==> config.mk <==
export PLATFORM = sky130hd
export DESIGN_NAME = ldd_seq
export DESIGN_NICKNAME = d
export VERILOG_FILES = /design/src/core/ldd_pkg.sv /design/src/core/ldd_edge.sv /design/src/core/ldd_stagger.sv /design/src/core/ldd_seq.sv
export VERILOG_INCLUDE_DIRS = /design/src /design/src/core
export SDC_FILE = /design/constraint.sdc
export NUM_CORES = 1
export LEC_CHECK = 0
export ABC_AREA = 1
export BUFFER_PORTS_ARGS = -buffer_cell sky130_fd_sc_hd__buf_4
export CORE_MARGIN = 2
export CORE_UTILIZATION = 30
export DETAILED_ROUTE_END_ITERATION = 16
export HOLD_SLACK_MARGIN = 0.03
export PLACE_DENSITY = 0.55
export SKIP_CTS_REPAIR_TIMING = 1
export SLEW_MARGIN = 20
export SYNTH_ARGS = -nofsm -noshare
export SYNTH_HDL_FRONTEND = slang
export SYNTH_SLANG_ARGS = --single-unit
export TNS_END_PERCENT = 50
==> constraint.sdc <==
create_clock -name clk -period 2.25 [get_ports clk]
set_input_delay 0.3375 -clock clk [delete_from_list [all_inputs] [get_ports clk]]
set_output_delay 0.3375 -clock clk [all_outputs]
set_load 0.05 [all_outputs]
==> src/core/ldd_defs.svh <==
// Constants of the LED driver diagnostic sequencer
`ifndef LDD_DEFS_SVH
`define LDD_DEFS_SVH

// Channel count and shift word width
`define LDD_NCH        16
// Serial clock pulses that pick a report or diagnosis
`define LDD_SEL_TEMP   3'h0
`define LDD_SEL_OPEN   3'h1
`define LDD_SEL_SHORT  3'h2
`define LDD_SEL_DIAG   3'h3
`define LDD_CNT_MAX    3'h7
// Temperature report: upper bits fill with ones, flag in bit 0
`define LDD_TEMP_FILL  15'h7fff
`define LDD_TEMP_BIT   0
// Reset values
`define LDD_DATA_RST   16'h0000
`define LDD_SHIFT_RST  16'h0000
`define LDD_REP_RST    16'hffff
`define LDD_TEMP_RST   1'h1
`define LDD_CNT_RST    3'h0
// Output stagger: step between channels and clock period, in ns
`define LDD_STEP_NS    20
`define LDD_CLK_NS     50

`endif

==> src/core/ldd_pkg.sv <==
// Types of the LED driver diagnostic sequencer
package ldd_pkg;

  // Diagnosis flow states
  typedef enum logic [2:0] {
    LDD_NORMAL,
    LDD_ARMED,
    LDD_TEST,
    LDD_DONE,
    LDD_WAIT
  } ldd_state_e;

  typedef logic [15:0] ldd_word_t;

endpackage

==> src/core/ldd_edge.sv <==
// Edge detector for a synchronous input strobe
`timescale 1ns/1ps
module ldd_edge
  import ldd_pkg::*;
#(
  parameter logic RST_VAL = 1'h0
) (
  // Clock and control
  input  wire logic clk,
  input  wire logic rst,
  input  wire logic ce,
  // Watched signal and its edges
  input  wire logic sig,
  output logic      rise,
  output logic      fall
);

  logic prev_q;
  logic prev_d;

  // Next value of the delayed copy
  always_comb begin
    prev_d = ce ? sig : prev_q;
  end

  // Delayed copy register
  always_ff @(posedge clk) begin
    if (rst) begin
      prev_q <= RST_VAL;
    end else begin
      prev_q <= prev_d;
    end
  end

  // Edges qualified by the clock enable
  assign rise = ce & sig & ~prev_q;
  assign fall = ce & ~sig & prev_q;

endmodule

==> src/core/ldd_stagger.sv <==
// Delayed turn-on stage for one sink channel
`timescale 1ns/1ps
module ldd_stagger
  import ldd_pkg::*;
#(
  parameter int DLY = 0
) (
  // Clock and control
  input  wire logic clk,
  input  wire logic rst,
  input  wire logic ce,
  // Requested and delayed channel state
  input  wire logic en,
  output logic      out_q
);

  logic [2:0] cnt_q;
  logic [2:0] cnt_d;
  logic       out_d;

  // Turn-off takes one cycle, turn-on waits DLY+1 cycles
  always_comb begin
    cnt_d = cnt_q;
    out_d = out_q;
    if (ce) begin
      if (!en) begin
        cnt_d = 3'h0;
        out_d = 1'b0;
      end else if (cnt_q == 3'(DLY)) begin
        out_d = 1'b1;
      end else begin
        cnt_d = cnt_q + 3'h1;
      end
    end
  end

  // Delay state registers
  always_ff @(posedge clk) begin
    if (rst) begin
      cnt_q <= 3'h0;
      out_q <= 1'b0;
    end else begin
      cnt_q <= cnt_d;
      out_q <= out_d;
    end
  end
endmodule

==> src/core/ldd_seq.sv <==
// Shift chain, pattern store and diagnosis sequencer of the LED sink driver
`timescale 1ns/1ps
`include "ldd_defs.svh"
module ldd_seq
  import ldd_pkg::*;
(
  // Clock, reset and enable
  input  wire logic        clk,
  input  wire logic        rst,
  input  wire logic        ce,
  // Serial chain from the controller
  input  wire logic        serial_clk,
  input  wire logic        serial_data_in,
  input  wire logic        load_strobe,
  input  wire logic        output_enable_low,
  // Analog sensing, one means normal
  input  wire logic        temp_ok,
  input  wire logic [15:0] open_ok,
  input  wire logic [15:0] short_ok,
  // Serial chain to the next device
  output logic             serial_data_out,
  // Sink drive and current reduction
  output logic [15:0]      sink_output,
  output logic             reduced_test_current
);

  ldd_state_e state_q;
  ldd_state_e state_d;
  ldd_word_t  shift_q;
  ldd_word_t  shift_d;
  ldd_word_t  data_q;
  ldd_word_t  data_d;
  ldd_word_t  open_q;
  ldd_word_t  open_d;
  ldd_word_t  short_q;
  ldd_word_t  short_d;
  ldd_word_t  pat;
  ldd_word_t  drive;
  ldd_word_t  report;
  logic       temp_q;
  logic       temp_d;
  logic [2:0] count_q;
  logic [2:0] count_d;
  logic       rtc_q;
  logic       rtc_d;
  logic       sclk_rise;
  logic       ld_rise;
  logic       ld_fall;
  logic       oen_rise;
  logic       oen_fall;

  // Edge detectors of the controller strobes
  ldd_edge #(.RST_VAL(1'h0)) u_sclk (
    .clk  (clk),
    .rst  (rst),
    .ce   (ce),
    .sig  (serial_clk),
    .rise (sclk_rise),
    .fall ()
  );
  ldd_edge #(.RST_VAL(1'h0)) u_ld (
    .clk  (clk),
    .rst  (rst),
    .ce   (ce),
    .sig  (load_strobe),
    .rise (ld_rise),
    .fall (ld_fall)
  );
  ldd_edge #(.RST_VAL(1'h1)) u_oen (
    .clk  (clk),
    .rst  (rst),
    .ce   (ce),
    .sig  (output_enable_low),
    .rise (oen_rise),
    .fall (oen_fall)
  );

  // all-ones pattern
  // Saved data in normal and restore wait, all ones while diagnosing,
  // so the first enabled cycle after the load fall that leaves LDD_DONE never flashes all ones
  assign pat   = (state_q == LDD_NORMAL || state_q == LDD_WAIT) ?
                 data_q : '1;
  assign drive = pat & {`LDD_NCH{~output_enable_low}};

  // Report picked by the pulse count
  always_comb begin
    unique case (count_q)
      `LDD_SEL_OPEN:  report = open_q;
      `LDD_SEL_SHORT: report = short_q;
      default:        report = {`LDD_TEMP_FILL, temp_q};
    endcase
  end

  // Next state of shift chain, stores and sequencer
  always_comb begin
    state_d = state_q;
    shift_d = shift_q;
    data_d  = data_q;
    open_d  = open_q;
    short_d = short_q;
    temp_d  = temp_q;
    count_d = count_q;
    if (ce) begin
      if (!load_strobe) begin
        count_d = `LDD_CNT_RST;
      end else if (sclk_rise && count_q != `LDD_CNT_MAX) begin
        count_d = count_q + 3'h1;
      end
      if (sclk_rise && !load_strobe) begin
        shift_d = {serial_data_in, shift_q[15:1]};
      end
      // keep saved pattern
      // Latch the shifted pattern, but keep it while diagnosing
      if (ld_rise && state_q == LDD_NORMAL) begin
        data_d = shift_q;
      end
      if (oen_rise) begin
        temp_d  = temp_ok;
        open_d  = open_ok | ~pat;
        short_d = short_ok | ~pat;
      end
      if (ld_fall && count_q != `LDD_SEL_DIAG) begin
        shift_d = report;
      end
      unique case (state_q)
        LDD_NORMAL: begin
          if (ld_fall && count_q == `LDD_SEL_DIAG) begin
            state_d = LDD_ARMED;
          end
        end
        LDD_ARMED: begin
          if (oen_fall) begin
            state_d = LDD_TEST;
          end
        end
        LDD_TEST: begin
          if (oen_rise) begin
            state_d = LDD_DONE;
          end
        end
        LDD_DONE: begin
          if (ld_fall) begin
            state_d = LDD_WAIT;
          end
        end
        LDD_WAIT: begin
          if (!load_strobe && !output_enable_low) begin
            state_d = LDD_NORMAL;
          end
        end
      endcase
    end
  end

  // Reduced current only while the test runs
  always_comb begin
    rtc_d = (state_d == LDD_TEST);
  end

  // Sequencer and store registers
  always_ff @(posedge clk) begin
    if (rst) begin
      state_q <= LDD_NORMAL;
      shift_q <= `LDD_SHIFT_RST;
      data_q  <= `LDD_DATA_RST;
      open_q  <= `LDD_REP_RST;
      short_q <= `LDD_REP_RST;
      temp_q  <= `LDD_TEMP_RST;
      count_q <= `LDD_CNT_RST;
      rtc_q   <= 1'b0;
    end else begin
      state_q <= state_d;
      shift_q <= shift_d;
      data_q  <= data_d;
      open_q  <= open_d;
      short_q <= short_d;
      temp_q  <= temp_d;
      count_q <= count_d;
      rtc_q   <= rtc_d;
    end
  end

  assign serial_data_out      = shift_q[0];
  assign reduced_test_current = rtc_q;

  for (genvar k = 0; k < `LDD_NCH; k++) begin : g_ch
    localparam int DLY =
      (k * `LDD_STEP_NS + `LDD_CLK_NS - 1) / `LDD_CLK_NS;
    ldd_stagger #(.DLY(DLY)) u_stg (
      .clk   (clk),
      .rst   (rst),
      .ce    (ce),
      .en    (drive[k]),
      .out_q (sink_output[k])
    );
  end
endmodule

# Word-level counts from Yosys, hierarchy flattened
# Cells that the tools add are included.
# totals
reg_bits	139
in_bits	40
output_inout_bits	18
wordCells	262
# op_classes
add_sub_neg	17
eq_ne	58
mux	77
bitwise	19
n_reduce_logical	48
# ops
operator	n
2-to-1 mux 3 bit	40
AND reduction 2 bit	36
adder 3 x 1 -> 3 bit (second input constant)	17
2-to-1 mux 16 bit	3
!= test 2 x 1 -> 1 bit (second input constant)	17
2-to-1 mux 1 bit	32
!= test 2 bit (second input constant)	16
OR 16 bit	2
one-hot mux 16 bit (2 select lines)	1
== test 3 x 2 -> 1 bit (second input constant)	10
== test 3 bit (second input constant)	9
bitwise AND 16 bit	1
NOT 16 bit	1
one-hot mux 3 bit (5 select lines)	1
== test 3 x 1 -> 1 bit (second input constant)	4
bitwise AND 1 bit	10
logical AND 1 bit	6
logical NOT 3 bit	2
NOT 1 bit	5
!= test 3 x 2 -> 1 bit (second input constant)	1
!= test 3 bit (second input constant)	1
logical NOT 1 bit	2
nonzero test 2 bit	1
logical OR 1 bit	1

# Logic depth before layout (Yosys ltp)
# Gate-level depths: netlist (run 1).
# logic_depth
depth_word	8
mapped_depth	11

# Cells and area by module
# Synthesis (run 1) repeated with hierarchy kept, for this count alone.
# unflattened
cells_unflattened	989
area_unflattened_um2	7395.8
# by_module_without_submodules
module	instances	cells_each	area_each_um2	seq_area_each_um2
ldd_seq	1	474	3370.7	1441.4
ldd_stagger at g_ch[10].u_stg ...	3	33	266.5	80.1
ldd_stagger at g_ch[13].u_stg ...	3	31	260.2	80.1
ldd_stagger at g_ch[3].u_stg ...	3	31	224.0	80.1
ldd_stagger at g_ch[11].u_stg ...	2	31	262.8	80.1
ldd_stagger at g_ch[1].u_stg ...	2	31	226.5	80.1
ldd_stagger at g_ch[6].u_stg ...	2	25	195.2	80.1
ldd_stagger at g_ch[0].u_stg	1	31	245.2	80.1
ldd_edge at u_ld ...	2	8	53.8	20.0
ldd_edge at u_oen	1	9	51.3	20.0

# Worst setup path after synthesis (run 1)
# Ideal clock, no wire load.
# synth_path
kind	register to register
start	register count_q[0]
end	register shift_q[14]
setup_ns	0.110
t_arrival_ns	1.301
setup_slack_ns	0.839
stages_incl_launch_ff	11
n_path_buf	1
synth_period_minus_slack_ns	1.411
path_cell_list	dfxtp_1 ha_1 ha_1 inv_1 nand2_2 clkinv_2 buf_6 nand2_1 nand3_1 nand3_1 inv_1
# synth_via
elab_chain_cells	4
# synth_rtl
element	line_no	rtl
start: declaration	ldd_seq.sv:42	logic [2:0] count_q;
start signal: assignment	ldd_seq.sv:169	count_q <= `LDD_CNT_RST;
start signal: assignment	ldd_seq.sv:178	count_q <= count_d;
!= test 3 x 2 -> 1 bit (no line)	n/a	
logical AND 1 bit (no line)	n/a	
nonzero test 2 bit (no line)	n/a	
AND reduction 2 bit (no line)	n/a	
end signal: assignment	ldd_seq.sv:164	shift_q <= `LDD_SHIFT_RST;
end signal: assignment	ldd_seq.sv:173	shift_q <= shift_d;
end: declaration	ldd_seq.sv:29	ldd_word_t shift_q;
# Parallel ways exist; a longest one is shown, timed or not.
# A chain may end at the register's enable or synchronous reset.

# Final worst setup path (run 1)
# layout_path
start	register count_q[0]
end	register shift_q[12]
# The elaborated chain is that of the path after synthesis.

==> results of run 1 <==
==> state kept, by name, indices dropped and copies added, names as in the netlist <==
| register | cells |
|---|---|
| g_ch.u_stg.out_q | 16 |
| u_ld.prev_q | 1 |
| reduced_test_current | 1 |
| shift_q | 16 |
| temp_q | 1 |
| open_q | 16 |
| count_q | 3 |
| short_q | 16 |
| u_oen.prev_q | 1 |
| data_q | 16 |
| state_q | 3 |
| u_sclk.prev_q | 1 |
| g_ch.u_stg.cnt_q | 48 |
==> area by class of cell <==
class                           count  area, µm²
Timing Repair Buffer               66      520.5
Tap cell                          285      356.6
Clock inverter                     13      190.2
Sequential cell                   139       2783
Fill cell                        2421      14630
Clock buffer                       19      432.9
Multi-Input combinational cell    655       3383
Inverter                          110      414.1
==> metrics by stage <==
stage                     util (%)  instance area (µm²)  total power [mW]  instances
final                        35.58                 8080             6.707       1287
after global routing         35.58                 8080             7.055       1287
after CTS                    35.57                 8078             6.792       1287
after detailed placement     32.83                 7455             3.787       1255
after global placement       32.83                 7455             3.786       1255
after floorplan                  -                 6957             3.480        959
==> cells in the mapped netlist, types with 3 or more instances <==
master    number  area [µm²]
nor3_1        10       50.05
or2_2          3       18.77
o21ai_2        4       35.03
inv_2          6       22.52
o21ai_0       70       350.3
o211a_1        8       80.08
clkbuf_1      11       41.29
dfxtp_1      139        2783
a21oi_1       78       390.4
nor2_2         5       31.28
xor2_1         4       35.03
buf_4         26       195.2
o21ai_1        3       15.01
nor2_1        68       255.2
o211ai_1       9       67.56
inv_1        103       386.6
nand3_1       95       475.5
buf_6          6       67.56
nand2_4        3       33.78
nand2_2       11       68.82
buf_2         10       50.05
ha_1          37       462.9
nand2_1      229       859.6
nand4_1        4       25.02
==> metal layers <==
metal,share of wire [%],wire length [µm],vias to the layer above,track usage (%)
met5,0,0,-,0
met4,1.8,314,0,4.806
met3,3.2,544,22,3.351
met2,45,7731,84,23.87
met1,50,8457,2767,19.34
li1,-,-,3154,-
==> cells by family after synthesis <==
family                     Yosys count
DFF                                139
AOI/OAI and AO/OA                  178
buffers and inverters              165
and+or+nand+nor                    436
adders and majority gates           37
xor gates and xnor gates             4
==> cells in the final DEF (no fill, tap or decap), types with 4 or more instances in the layout <==
cell type,n
nor3_1,10
dfxtp_1,139
o21ai_0,70
clkbuf_16,17
nor2_1,67
nor2_2,6
o211a_1,8
clkinvlp_4,4
nand3_1,95
nand4_1,4
bufinv_16,4
nand2_2,11
o21ai_2,4
a21oi_1,78
inv_1,102
nand2_1,229
buf_4,64
inv_2,7
o211ai_1,9
xor2_1,4
ha_1,37
==> worst max path at each step <==
stage | to | slack [ps] | depth (start not counted) | start
6_report | shift_q[12] | 370 | 10 | count_q[0]
2_1_floorplan | shift_q[14] | 840 | 10 | count_q[0]
3_3_place_gp | shift_q[8] | 250 | 10 | count_q[0]
3_5_place_dp | shift_q[1] | 220 | 10 | count_q[0]
4_1_cts | shift_q[12] | 150 | 10 | count_q[0]
5_1_grt | shift_q[12] | 180 | 10 | count_q[1]
==> power groups by stage <==
stage | logic [mW] | registers (mW) | clock network [mW]
global placement | 1.01 | 2.78 | 0
global route | 1.14 | 2.75 | 3.17
CTS | 1.01 | 2.72 | 3.05
finish | 0.999 | 2.72 | 2.99
floorplan | 0.725 | 2.76 | 0
detailed placement | 1.01 | 2.78 | 0
==> critical path, cell delays in order, from the launching register on <==
cell and delay, ps:
dfxtp_1 390, ha_1 190, ha_1 190, inv_1 60
nand2_2 90, buf_4 210, clkinv_2 270, nand2_1 170
o211ai_1 100, nand2_1 80, inv_1 30
==> results.py, run 1 <==
metrics = {
    "outcome": {
        "outcome": "finished, final reports clean",
    },
    "synthesis": {
        "ys_seq_area_share_pct": 40.00,
        "async_set_reset_flop_share_out_of_synthesis_pct": 0,
        "simple_gate_share_of_the_synthesized_area_pct": 27.14,
        "synth_compound_area_share_pct": 14.30,
        "edff_count_synth": 0,
        "ys_seq_elements": 139,
        "syn_avg_cell_area_um2": 7.254,
        "yosys-mux-area-fraction_pct": 0,
        "ys_warn_count": 0,
        "gate_count_post_synth": 959,
        "synth_top_family_by_area": "simple AND/OR/NAND/NOR gates",
        "ys_types": 36,
        "synth-adder-area-share_pct": 6.655,
        "synthFlopType": "dfxtp_1",
        "synthXorXnorAreaFrac_pct": 0.5036,
        "post_synth_instance_area_um2": 6957,
        "synth_fp_nets": 1036,
    },
    "flow_run": {
        "drv.max_cap_violation_count": 0,
    },
    "pwr": {
        "net-switching-power_mw": 1.911,
        "power_density_nw_per_um2": 830.1,
        "share_seq_of_total_power_pct": 40.6,
        "comb_power_share_pct": 14.9,
        "worst_ir_drop_vdd_mv": 0.4394,
        "power_report.internal_total_mw": 4.796,
        "total_leakage_power_nw": 3.733,
        "sw_frac_of_total_pct": 28.49,
        "part_of_the_power_in_the_clock_network_pct": 44.5,
    },
    "worst_hold_path": {
        "min-delay-path-class": "in -> reg",
        "min_delay_worst_endpoint": "temp_q",
        "min_from": "temp_ok",
        "min_delay_path_depth": 3,
    },
    "clocking": {
        "clock_tree.buffer_depth": 2,
        "h-tree-depth": 4,
        "clkTransAtPathRegs_ps": 60,
        "cts_num_sinks": 139,
        "numCtsBuffers": 17,
        "insertion_delay_ps": 420,
        "tritoncts": "yes",
        "cts_root_buffer": "clkbuf_16",
    },
    "drt": {
        "avgRoutedWirePerCell_um": 13.25,
        "detail_route.vias_per_cell": 4.683,
        "vias": 6027,
        "drt-pass1-iter-count": 5,
        "drt-initial-drc-count": 347,
        "detail-route-antenna-nets": 0,
        "route.detailed.drc": 0,
        "overall_routed_net_length_um": 17050,
    },
    "floorplanning": {
        "effective_utilization_at_floorplan_pct": 30.63,
        "chipWidth_um": 156.3,
        "rows": 55,
        "chipHeight_um": 156.3,
        "design.core.area_um2": 22710,
        "io_pins": 58,
        "die-area_um2": 24420,
    },
    "setup_path": {
        "critical_path_arrival_ps": 2210,
        "cp-end-kind": "flip-flop",
        "regToRegStartpoint": "count_q[0]",
        "worstReg2RegEnd": "shift_q[12]",
        "crit_required_ps": 2570,
        "rr_worst_depth": 10,
        "critPathKind": "reg -> reg",
        "worstSetupStartpointType": "flip-flop",
        "largest_fanout_on_the_critical_path": 19,
        "setup.reg_to_reg.worst_slack_ps": 370,
    },
    "sta": {
        "final_critical_path_setup_slack_ps": 366.1,
        "timing.final.hold_violations": 0,
        "worst_pin_slew_ps": 710.4,
        "fin_worst_hold_slack_ps": 132.8,
        "worst_setup_skew_after_layout_ps": 11.00,
        "finalCriticalPeriod_ps": 1884,
        "slew_viol_final": 0,
        "setup_total_negative_slack_ps": 0,
        "max_slew_margin_pct": 52.59,
        "fin_crit_sh_pct": 83.73,
        "rsz0062_at_grt": "false",
        "report.final.setup_viol": 0,
        "top_achievable_clock_speed_mhz": 530.8,
    },
    "cells_and_area": {
        "areaGrowthSynthToFinish_pct": 16.15,
        "drive_gt1_share_pct": 13.77,
        "num_antenna_cells": 0,
        "num-nets-final": 1066,
    },
    "global_route": {
        "grt_resource_usage_total_pct": 14.71,
        "antenna_found_initial": 0,
        "first_global_vias": 5707,
        "gr-total-overflow": 0,
        "first_pass_grt_wire_length_um": 28620,
        "grt_max_degree": 53,
    },
    "place": {
        "placement.io_buffers": 57,
        "place.gp.congestion": 0.8241,
        "pre_cts_worst_setup_slack_ps": 218.0,
        "dp.final_hpwl_um": 12050,
    },
}
Note: power is estimated with default switching activity, not from simulation.
==> run 2: changes to the inputs <==
- PLACE_DENSITY: 0.55 -> 0.56
- clock period: 2.25 -> 1.65 ns (I/O delays scaled with it)
==> run 2 against run 1 <==
Cell area rose by 3.1%. Global-route usage rose by 0.13 points. Via count is 1.1% higher. First-iteration DRC count increased by 12%. Critical path depth shrank 2. Worst hold slack got worse by 100 ps. Core utilization rose by 1.1 points. Critical path type unchanged. Non-clock buffer count rose by 22.
==> results.py, run 2 (same netlist as run 1, synthesis figures left out) <==
metrics = {
    "floorplanning": {
        "design.core.area_um2": 22710,
        "io_pins": 58,
        "effective_utilization_at_floorplan_pct": 30.63,
        "chipHeight_um": 156.3,
        "die-area_um2": 24420,
        "chipWidth_um": 156.3,
        "rows": 55,
    },
    "setup_path": {
        "timing.critical_path.slowest_stage_cell": "dfxtp_1",
        "critical-path-top-cell-by-count": "ha_1",
        "cpPeakStageDelay_ps": 310,
        "crit_required_ps": 1970,
        "critPathKind": "reg -> reg",
        "worstPathCellList": "ha_1, ha_1, inv_1, nand2_4, buf_4, nand2_1, a21boi_1, a21oi_1",
        "largest_fanout_on_the_critical_path": 5,
        "critical_path_arrival_ps": 1860,
        "worstSetupStartpointType": "flip-flop",
        "cp-end-kind": "flip-flop",
    },
    "sta": {
        "max_slew_margin_pct": 59.91,
        "timing.final.hold_violations": 0,
        "worst_setup_skew_after_layout_ps": 7.863,
        "setup_total_negative_slack_ps": 0,
        "report.final.setup_viol": 0,
        "finalCriticalPeriod_ps": 1544,
        "top_achievable_clock_speed_mhz": 647.7,
        "fin_crit_sh_pct": 93.57,
        "worst_pin_slew_ps": 600.4,
        "slew_viol_final": 0,
        "rsz0062_at_grt": "true",
    },
    "drt": {
        "detail_route.vias_per_cell": 4.656,
        "vias": 6095,
        "avgRoutedWirePerCell_um": 13.11,
        "drt-initial-drc-count": 389,
        "route.detailed.drc": 0,
        "drt-pass1-iter-count": 5,
        "detail-route-antenna-nets": 0,
        "overall_routed_net_length_um": 17170,
    },
    "worst_hold_path": {
        "min-delay-path-class": "in -> reg",
    },
    "flow_run": {
        "drv.max_cap_violation_count": 0,
    },
    "clocking": {
        "cts_num_sinks": 139,
        "cts_root_buffer": "clkbuf_16",
        "tritoncts": "yes",
        "insertion_delay_ps": 430,
        "h-tree-depth": 4,
        "clock_tree.buffer_depth": 2,
        "clkTransAtPathRegs_ps": 60,
        "numCtsBuffers": 17,
    },
    "place": {
        "post_dp_cell_area_um2": 7645,
        "place.gp.congestion": 0.8322,
        "dp_cells": 1277,
        "dp.final_hpwl_um": 12300,
        "placement.io_buffers": 57,
    },
    "global_route": {
        "gr-total-overflow": 0,
        "antenna_found_initial": 0,
        "first_global_vias": 5850,
        "groute.layer.met1.usage_pct": 19.32,
        "met3_layer_usage_reported_by_global_route_pct": 3.572,
        "top_usage_layer": "met2",
        "first_pass_grt_wire_length_um": 28860,
        "grt_resource_usage_total_pct": 14.84,
        "globalRouteMet2Util_pct": 24.71,
        "grt_max_degree": 48,
    },
    "cells_and_area": {
        "final_cell_mix": "nand2_1 (229), dfxtp_1 (139), inv_1 (102), nand3_1 (93), buf_4 (82)",
        "largest_reg_flops": 48,
        "layout.core_utilization_pct": 36.68,
        "stdcell_count": 1309,
        "fillerInstances": 2395,
        "final_design_area_no_fill_um2": 8330,
        "areaGrowthSynthToFinish_pct": 19.75,
        "num_antenna_cells": 0,
        "layout.cells.most_common": "nand2_1",
        "drive_gt1_share_pct": 16.11,
        "registers.top_by_ff_count": "g_ch.u_stg.cnt_q",
        "multi_input_comb_area_um2": 3415,
        "num-nets-final": 1088,
        "register_area_um2": 2783,
    },
    "pwr": {
        "total_leakage_power_nw": 3.867,
        "worst_ir_drop_vdd_mv": 0.5982,
        "power_density_nw_per_um2": 1123,
    },
    "outcome": {
        "outcome": "finished, final reports clean",
    },
}
run 2: changes by cell type in the layout (fill, tap and decap cells not counted), sizes merged:
cell,delta
buf,+22
run 2: area by class of cell:
class,instances,area share [%]
Tap cell,285,4.281
Sequential cell,139,33.40
Inverter,110,4.986
Timing Repair Buffer,88,8.621
Multi-Input combinational cell,655,40.99
Clock buffer,19,5.437
Clock inverter,13,2.283
run 2: final timing paths:
path,startpoint,slack [ps],endpoint,cells after the start
worst min register to register,g_ch[12].u_stg.out_q,450,g_ch[12].u_stg.out_q,2
worst min-delay path,temp_ok,30,temp_q,3
worst max register to register,count_q[0],110,shift_q[11],8
worst max-delay path,count_q[0],110,shift_q[11],8
run 2: stage by stage:
| step | hold slack (ps) | total power [mW] | setup WS [ps] |
|---|---|---|---|
| 4_1_cts | 23.02 | 9.435 | -32.43 |
| 3_5_place_dp | 443.7 | 5.250 | 32.75 |
| 2_1_floorplan | 373.8 | 4.746 | 239.1 |
| 5_1_grt | 43.52 | 9.810 | -7.965 |
| 6_report | 31.30 | 9.358 | 106.1 |
| 3_3_place_gp | 437.2 | 5.242 | 76.88 |
run 2: critical path: cells and delay by family (launching register included):
family / cells / cell delay [ps]
flops: 1 / 310
fa+ha+maj: 2 / 420
buf+inv: 2 / 270
compound gates: 2 / 230
simple gates: 2 / 190
run 2: where the power goes:
group / internal, mW / total [mW] / switching [mW] / leakage, nW
logic: 0.514 / 1.45 / 0.938 / 2.44
registers: 3.56 / 3.72 / 0.159 / 1.13
clock network: 2.62 / 4.19 / 1.57 / 0.302
total: 6.70 / 9.36 / 2.66 / 3.87
run 2: per-layer routing:
layer	up-vias	share of wire [%]	wire length, µm
met4	0	1.2	201
li1	3197	-	-
met5	-	0	0
met1	2791	49	8371
met2	84	47	8043
met3	23	3.2	550
